[src/rtl/aalu_defs.svh]
`ifndef AALU_DEFS_SVH
`define AALU_DEFS_SVH

// Register offsets on the plain register port
`define AALU_REG_WORK      4'h0
`define AALU_REG_FLAGS     4'h1
`define AALU_REG_BANK      4'h2
`define AALU_REG_INFO      4'h3

// Flag positions in the flag register
`define AALU_FLAG_C        0
`define AALU_FLAG_DCARRY   1
`define AALU_FLAG_Z        2
`define AALU_FLAG_OVFL     3
`define AALU_FLAG_N        4

// Info register positions
`define AALU_INFO_UNSUP    0
`define AALU_INFO_BUSY     1

// Reset values
`define AALU_WORK_RST      8'h00
`define AALU_FLAGS_RST     5'h00
`define AALU_BANK_RST      4'h0
`define AALU_ADDR_RST      12'h000

// Instruction word fields and encodings
`define AALU_DEST_BIT      9
`define AALU_ACC_BIT       8
`define AALU_OPC_ADDI      8'h0F
`define AALU_OPC_ANDI      8'h0B
`define AALU_OPC_ADDF      6'h09
`define AALU_OPC_ADDFC     6'h08

// Access bank mapping
`define AALU_ACC_SPLIT     8'h80
`define AALU_ACC_LOW_BANK  4'h0
`define AALU_ACC_HIGH_BANK 4'hF

`endif

[src/rtl/aalu_pkg.sv]
package aalu_pkg;

  typedef enum logic [1:0] {
    PH_DECODE  = 2'b00,
    PH_READ    = 2'b01,
    PH_PROCESS = 2'b10,
    PH_WRITE   = 2'b11
  } aalu_phase_t;

  typedef enum logic [2:0] {
    OP_NONE  = 3'b000,
    OP_ADDI  = 3'b001,
    OP_ADDF  = 3'b010,
    OP_ADDFC = 3'b011,
    OP_ANDI  = 3'b100
  } aalu_op_t;

  typedef struct packed {
    logic        valid;
    logic [15:0] word;
  } aalu_instr_t;

  typedef struct packed {
    logic [11:0] addr;
    logic        rdEn;
    logic        wrEn;
    logic [7:0]  wrData;
  } aalu_mem_req_t;

  typedef struct packed {
    logic [3:0] addr;
    logic [7:0] wrData;
    logic       wr;
    logic       rd;
  } aalu_reg_req_t;

  typedef struct packed {
    aalu_phase_t   phase;
    logic          instrReady;
    aalu_op_t      op;
    logic [7:0]    literal;
    logic          destFile;
    aalu_mem_req_t mem;
    logic [7:0]    result;
    logic [4:0]    resFlags;
    logic [7:0]    work;
    logic [4:0]    flags;
    logic [3:0]    bank;
    logic          unsup;
    logic          done;
    logic [7:0]    rdData;
  } aalu_state_t;

endpackage

[src/rtl/aalu_core.sv]
`timescale 1ns/1ns
// Contract
// - Add immediate adds the 8-bit literal to the working register, result to it.
// - Add with carry sums working register, file register and carry, to destination.
// - Dest bit 0 writes working register, 1 the file; access bit 0 forces access bank.
// - And immediate ANDs working register with the 8-bit literal into working register.
// - And immediate is upper byte 0000 1011, literal in the low eight bits.
// - And immediate changes only negative and zero flags.
// - Each operation is one word, four cycles: decode, read, process, write.
`include "aalu_defs.svh"

module aalu_core
(
  // Clock and reset
  input  wire logic                   ref_clk,
  input  wire logic                   rst,
  // Instruction from decoder
  input  wire aalu_pkg::aalu_instr_t  instr,
  output logic                        instrReady,
  output logic                        instrDone,
  // Data memory
  output aalu_pkg::aalu_mem_req_t     memReq,
  input  wire logic [7:0]             memRdData,
  // Register port
  input  wire aalu_pkg::aalu_reg_req_t regReq,
  output logic [7:0]                  regRdData
);
  import aalu_pkg::*;

  aalu_state_t st;
  aalu_state_t next_st;

  // Sum of two bytes and a carry in, with flags
  function automatic logic [12:0] addFlags
  (
    input logic [7:0] a,
    input logic [7:0] b,
    input logic       cin
  );
    logic [8:0] sum;
    logic [4:0] nib;
    logic [4:0] fl;
    sum = {1'b0, a} + {1'b0, b} + {8'h00, cin};
    nib = {1'b0, a[3:0]} + {1'b0, b[3:0]} + {4'h0, cin};
    fl = 5'h00;
    fl[`AALU_FLAG_C]      = sum[8];
    fl[`AALU_FLAG_DCARRY] = nib[4];
    fl[`AALU_FLAG_Z]      = (sum[7:0] == 8'h00);
    fl[`AALU_FLAG_OVFL]   = (a[7] == b[7]) && (sum[7] != a[7]);
    fl[`AALU_FLAG_N]      = sum[7];
    return {fl, sum[7:0]};
  endfunction

  // Classify an instruction word
  function automatic aalu_op_t decodeOp
  (
    input logic [15:0] word
  );
    aalu_op_t op;
    op = OP_NONE;
    if (word[15:8] == `AALU_OPC_ADDI)
    begin
      op = OP_ADDI;
    end
    else if (word[15:8] == `AALU_OPC_ANDI)
    begin
      op = OP_ANDI;
    end
    else if (word[15:10] == `AALU_OPC_ADDF)
    begin
      op = OP_ADDF;
    end
    else if (word[15:10] == `AALU_OPC_ADDFC)
    begin
      op = OP_ADDFC;
    end
    return op;
  endfunction

  // True for the two file-register additions
  function automatic logic isFileOp
  (
    input aalu_op_t op
  );
    return (op == OP_ADDF) || (op == OP_ADDFC);
  endfunction

  // Full data address from file field, access bit and bank
  function automatic logic [11:0] fileAddr
  (
    input logic [7:0] f,
    input logic       acc,
    input logic [3:0] bank
  );
    logic [3:0] b;
    b = bank;
    if (!acc)
    begin
      b = (f < `AALU_ACC_SPLIT) ? `AALU_ACC_LOW_BANK : `AALU_ACC_HIGH_BANK;
    end
    return {b, f};
  endfunction

  // Register read mux
  function automatic logic [7:0] readReg
  (
    input aalu_state_t s,
    input logic [3:0]  addr
  );
    logic [7:0] d;
    d = 8'h00;
    unique case (addr)
      `AALU_REG_WORK:
        d = s.work;
      `AALU_REG_FLAGS:
        d = {3'h0, s.flags};
      `AALU_REG_BANK:
        d = {4'h0, s.bank};
      `AALU_REG_INFO:
      begin
        d[`AALU_INFO_UNSUP] = s.unsup;
        d[`AALU_INFO_BUSY]  = (s.phase != PH_DECODE);
      end
      default:
        d = 8'h00;
    endcase
    return d;
  endfunction

  always_comb
  begin
    logic [12:0] addRes;
    logic        carryIn;
    logic [7:0]  operand;
    addRes = 13'h0000;
    carryIn = 1'b0;
    operand = 8'h00;
    next_st = st;
    next_st.done = 1'b0;
    next_st.mem.rdEn = 1'b0;
    next_st.mem.wrEn = 1'b0;
    next_st.rdData = 8'h00;

    // Software writes; the core write in the write phase overrides below
    if (regReq.wr)
    begin
      unique case (regReq.addr)
        `AALU_REG_WORK:
          next_st.work = regReq.wrData;
        `AALU_REG_FLAGS:
          next_st.flags = regReq.wrData[4:0];
        `AALU_REG_BANK:
          next_st.bank = regReq.wrData[3:0];
        `AALU_REG_INFO:
          if (regReq.wrData[`AALU_INFO_UNSUP])
          begin
            next_st.unsup = 1'b0;
          end
        default:
          next_st.unsup = next_st.unsup;
      endcase
    end

    unique case (st.phase)
      PH_DECODE:
      begin
        if (instr.valid)
        begin
          next_st.op = decodeOp(instr.word);
          next_st.literal = instr.word[7:0];
          next_st.destFile = instr.word[`AALU_DEST_BIT];
          next_st.mem.addr = fileAddr(instr.word[7:0], instr.word[`AALU_ACC_BIT],
                                      next_st.bank);
          next_st.mem.rdEn = isFileOp(next_st.op);
          if (next_st.op == OP_NONE)
          begin
            next_st.unsup = 1'b1;
          end
          next_st.phase = PH_READ;
          next_st.instrReady = 1'b0;
        end
      end
      PH_READ:
      begin
        next_st.phase = PH_PROCESS;
      end
      PH_PROCESS:
      begin
        operand = isFileOp(st.op) ? memRdData : st.literal;
        carryIn = (st.op == OP_ADDFC) ? st.flags[`AALU_FLAG_C] : 1'b0;
        addRes = addFlags(st.work, operand, carryIn);
        next_st.resFlags = st.flags;
        unique case (st.op)
          OP_ADDI, OP_ADDF, OP_ADDFC:
          begin
            next_st.result = addRes[7:0];
            next_st.resFlags = addRes[12:8];
          end
          OP_ANDI:
          begin
            next_st.result = st.work & st.literal;
            next_st.resFlags[`AALU_FLAG_Z] = (next_st.result == 8'h00);
            next_st.resFlags[`AALU_FLAG_N] = next_st.result[7];
          end
          default:
            next_st.result = st.work;
        endcase
        next_st.mem.wrData = next_st.result;
        next_st.mem.wrEn = st.destFile && isFileOp(st.op);
        next_st.done = 1'b1;
        next_st.phase = PH_WRITE;
      end
      PH_WRITE:
      begin
        if (st.op != OP_NONE)
        begin
          next_st.flags = st.resFlags;
          if (!st.mem.wrEn)
          begin
            next_st.work = st.result;
          end
        end
        next_st.phase = PH_DECODE;
        next_st.instrReady = 1'b1;
      end
    endcase

    if (regReq.rd)
    begin
      next_st.rdData = readReg(st, regReq.addr);
    end
  end

  always_ff @(posedge ref_clk)
  begin
    if (rst)
    begin
      st.phase       <= PH_DECODE;
      st.instrReady  <= 1'b1;
      st.op          <= OP_NONE;
      st.literal     <= 8'h00;
      st.destFile    <= 1'b0;
      st.mem.addr    <= `AALU_ADDR_RST;
      st.mem.rdEn    <= 1'b0;
      st.mem.wrEn    <= 1'b0;
      st.mem.wrData  <= 8'h00;
      st.result      <= 8'h00;
      st.resFlags    <= `AALU_FLAGS_RST;
      st.work        <= `AALU_WORK_RST;
      st.flags       <= `AALU_FLAGS_RST;
      st.bank        <= `AALU_BANK_RST;
      st.unsup       <= 1'b0;
      st.done        <= 1'b0;
      st.rdData      <= 8'h00;
    end
    else
    begin
      st <= next_st;
    end
  end

  // Outputs straight from the state register
  assign instrReady = st.instrReady;
  assign instrDone  = st.done;
  assign memReq     = st.mem;
  assign regRdData  = st.rdData;

endmodule

[config.mk]
export PLATFORM = sky130hd
export DESIGN_NAME = aalu_core
export DESIGN_NICKNAME = d
export VERILOG_FILES = /design/src/rtl/aalu_pkg.sv /design/src/rtl/aalu_core.sv
export VERILOG_INCLUDE_DIRS = /design/src /design/src/rtl
export SDC_FILE = /design/constraint.sdc
export NUM_CORES = 1
export LEC_CHECK = 0
export BUFFER_PORTS_ARGS = -buffer_cell sky130_fd_sc_hd__clkbuf_2
export CORE_ASPECT_RATIO = 0.75
export CORE_MARGIN = 2
export CORE_UTILIZATION = 45
export DETAILED_ROUTE_END_ITERATION = 10
export PLACE_DENSITY = 0.68
export SLEW_MARGIN = 20
export SYNTH_ARGS = -nofsm -noshare
export SYNTH_HDL_FRONTEND = slang
export SYNTH_SLANG_ARGS = --single-unit
[constraint.sdc]
create_clock -name ref_clk -period 3.5 [get_ports ref_clk]
set_input_delay 0.175 -clock ref_clk [delete_from_list [all_inputs] [get_ports ref_clk]]
set_output_delay 0.175 -clock ref_clk [all_outputs]
set_load 0.005 [all_outputs]
==> impl_results.md <==
- Status: finished, final reports clean
- Residual DRC: 0
- H-tree level count: 3
- Sequential fraction of the synthesis area: a little over a third
- Clk_lat worst skew: around 360 ps
- Worst hold slack: 37.8 ps
- Worst slew margin: 49.8%
- Root buf cell: clkbuf_8
- Total track usage: 21.2%
- Drt pass-1 iters: 5
- Main area contributors after synthesis: dfxtp_1, mux2i_1, buf_4
- Layout cells sized above 1: around a quarter
- Post-synth top area share: 35.3%
- Clk_skew: 10.8 ps
- Area Growth Syn to Fin: 10.9%
- FP Rows: 27
- Dpl hpwl: 6.36 mm
- Gr ovfl total: 0
- Slowest CP cell: dfxtp_1
- Worst R2R Setup Slack: 530 ps
- First-pass GRT wire length: about 14 mm
- P per Cell Area: slightly below 600 nW/um^2
- Final Hold Violating Endpoints: 0
- Max rail drop VDD: about 340 uV
- Vias in the first global route: 2671
- Setup TNS: 0 ps
- Area after DPL: about 3600 sq um
- DIE AREA: 8400 sq um
- DR iter-0 viols: 267
- Cell Chain, Critical Path: nor2b_1 > buf_4 > mux2_2 > fa_1 > inv_1 > fa_1 > nor2b_1 > o2111ai_1 > a31oi_1 > a31oi_1 > nor4_1 > a21o_1
- Port bufs: 72
- Largest net degree at the start of global routing: 37
- P_leak: 1.67 nW
- CP Data Required Time: 3740 ps
- Clock buffer depth: 2
- Seq cells post-synth: 61
- Die Span Y: 79.9 um
- Fraction of registers with async set/reset: 0%
- Layout Nets: 489
- Share of the core filled with cells: 51.8%
- Element type at the critical path start: flop
- Max-cap violations: 0
- Chip width: 105 um
- Tcrit/Tclk final: 84.9%
- Core Area: 7400 sq um
- Post-Route WL: 8.43 mm
- Critical Path End Type: flop
- Worst slack, placed: 616 ps
- Worst-Margin Slew: 752 ps
- Cell Area, Synth: 3450 sq um
- Syn nets: approximately 460
- Final Max Tran Viols: 0
- Critical path type: reg2reg
- Ys flop type: dfxtp_1
- Final setup vio count: 0
- WP data arrival: ~3200 ps
- F_max: 0.336 GHz
- # resized after CTS: 0
- CTS tree: yes
- RSZ-0062 raised after global routing: false
- Fin area: 3830 sq um
- Post-CTS Setup Bufs: 0
- Post-CTS Hold Buffers: 0
- Num CTS Buffers: 9
- Library cells used by synthesis: 54
- Post-synth EDFFs: 0
- Period minus WS final: 2970 ps
- Worst hold path class: in2reg
- Ant diodes: 0
- Vias: 2996
- Initial Util: 46.7%
- Critical Path Max Stage Delay: ~630 ps
- Mean area per synthesized cell: 8.59 sq um
- GPL Wtd Cong: 0.859
- Number of fill cells in the layout: 740
- Kind of cell adding the most delay to the critical path: compound AO/OA/AOI/OAI gates
- Worst Path Buf+Inv: 2
- Top cell type by total area after synthesis: dfxtp_1
- Worst Path Max Fanout: 14
- Reg clk slew, reported paths: 70 ps
- Initial antenna violation count: 0
- IO Pins: 73
- Post-route ant nets: 0
- Drt wl/cell: 15.6 um
- Setup ws final: ~530 ps
- Syn Inst Count: between 400 and 500
- Via density: around 5.5
- Synth warnings: 0
- CTS sink cnt: 61
-- synth_stat cells, types with 2 or more instances --
library cell / n
dfxtp_1: 61
nor2_1: 54
nand2_1: 33
buf_4: 31
a21oi_1: 30
mux2i_1: 26
o21ai_0: 20
a211oi_1: 17
ha_1: 10
clkbuf_1: 9
nor3_1: 9
inv_1: 8
mux2_2: 8
nor2b_1: 6
nand3_1: 5
and2_1: 4
buf_2: 4
buf_6: 4
xnor2_1: 4
a21o_1: 3
a221oi_1: 3
a22oi_1: 3
a31oi_1: 3
and3_1: 3
clkbuf_8: 3
nand2b_1: 3
o21bai_1: 3
xor2_1: 3
a211oi_2: 2
fa_1: 2
nand3b_1: 2
nand4_1: 2
o22ai_1: 2
or2_1: 2
-- area by class of cell --
class | instances | area [sq um] | share of cell area (%)
sequential | 61 | 1220 | 31.9
clock buffer | 9 | 124 | 3.23
clock inverter | 7 | 120 | 3.14
inverter | 8 | 30.0 | 0.784
tap | 101 | 126 | 3.30
timing repair buffer | 75 | 383 | 9.99
multi-input combinational | 281 | 1830 | 47.7
-- logic make-up (layout without fill, tap and decap cells) --
logic type,after synthesis,count (layout),synth area share [%]
AOI/OAI and AO/OA,98,98,18.3
xor gates and xnor gates,7,7,1.77
muxes,35,35,10.8
and+or+nand+nor,129,129,17.2
DFF,61,61,35.3
buffers and inverters,60,99,11.8
adders and majority gates,12,12,4.78
-- where the power goes --
part,internal [mW],leakage (nW),switching (mW)
combinational,0.239,1.06,0.356
clock,0.476,0.120,0.301
sequential,0.783,0.495,0.0909
-- layout by cell type, fill, tap and decap left out, types with 2 or more instances in the layout --
cell       count
a211oi_1      17
a211oi_2       2
a21o_1         3
a21oi_1       30
a221oi_1       3
a22oi_1        3
a31oi_1        3
and2_1         4
and3_1         3
buf_4          3
bufinv_16      3
clkbuf_2      72
clkbuf_8       9
dfxtp_1       61
fa_1           2
ha_1          10
inv_1          8
inv_6          2
mux2_2         8
mux2i_1       26
nand2_1       33
nand2b_1       3
nand3_1        5
nand3b_1       2
nand4_1        2
nor2_1        54
nor2b_1        6
nor3_1         9
o21ai_0       20
o21bai_1       3
o22ai_1        2
or2_1          2
xnor2_1        4
xor2_1         3
-- sequential cells by signal, indices dropped and copies added (netlist names) --
name	count
instrReady	1
memReq	7
instrDone	1
st	44
regRdData	8
-- per-stage QoR --
stage / power [mW] / cells
5_1_grt: 2.37 / 542
3_5_place_dp: 1.47 / 526
6_report: 2.25 / 542
3_3_place_gp: 1.46 / 526
4_1_cts: 2.25 / 542
2_1_floorplan: 1.36 / 402
-- per-layer routing --
| layer | global-route usage (%) | vias to the layer above | part of all wire, % |
|---|---|---|---|
| met5 | 0 | - | 0 |
| met1 | 30.0 | 1386 | 48 |
| met3 | 6.37 | 21 | 8.9 |
| li1 | - | 1453 | - |
| met4 | 6.93 | 0 | 1.8 |
| met2 | 30.7 | 136 | 41 |
-- worst reg2reg max path: stages (launching register included) --
cell	delay, ps
dfxtp_1	630
nor2b_1	90
buf_4	190
mux2_2	300
fa_1	410
inv_1	80
fa_1	200
nor2b_1	70
o2111ai_1	220
a31oi_1	130
a31oi_1	270
nor4_1	90
a21o_1	180
-- worst paths after layout --
kind | start | cells past startpoint | to
max | st[73] | 12 | st[29]
min | instr[3] | 3 | st[66]
max reg2reg | st[73] | 12 | st[29]
min reg2reg | st[62] | 2 | st[62]
No activity file was read; power rests on OpenSTA's default activity.
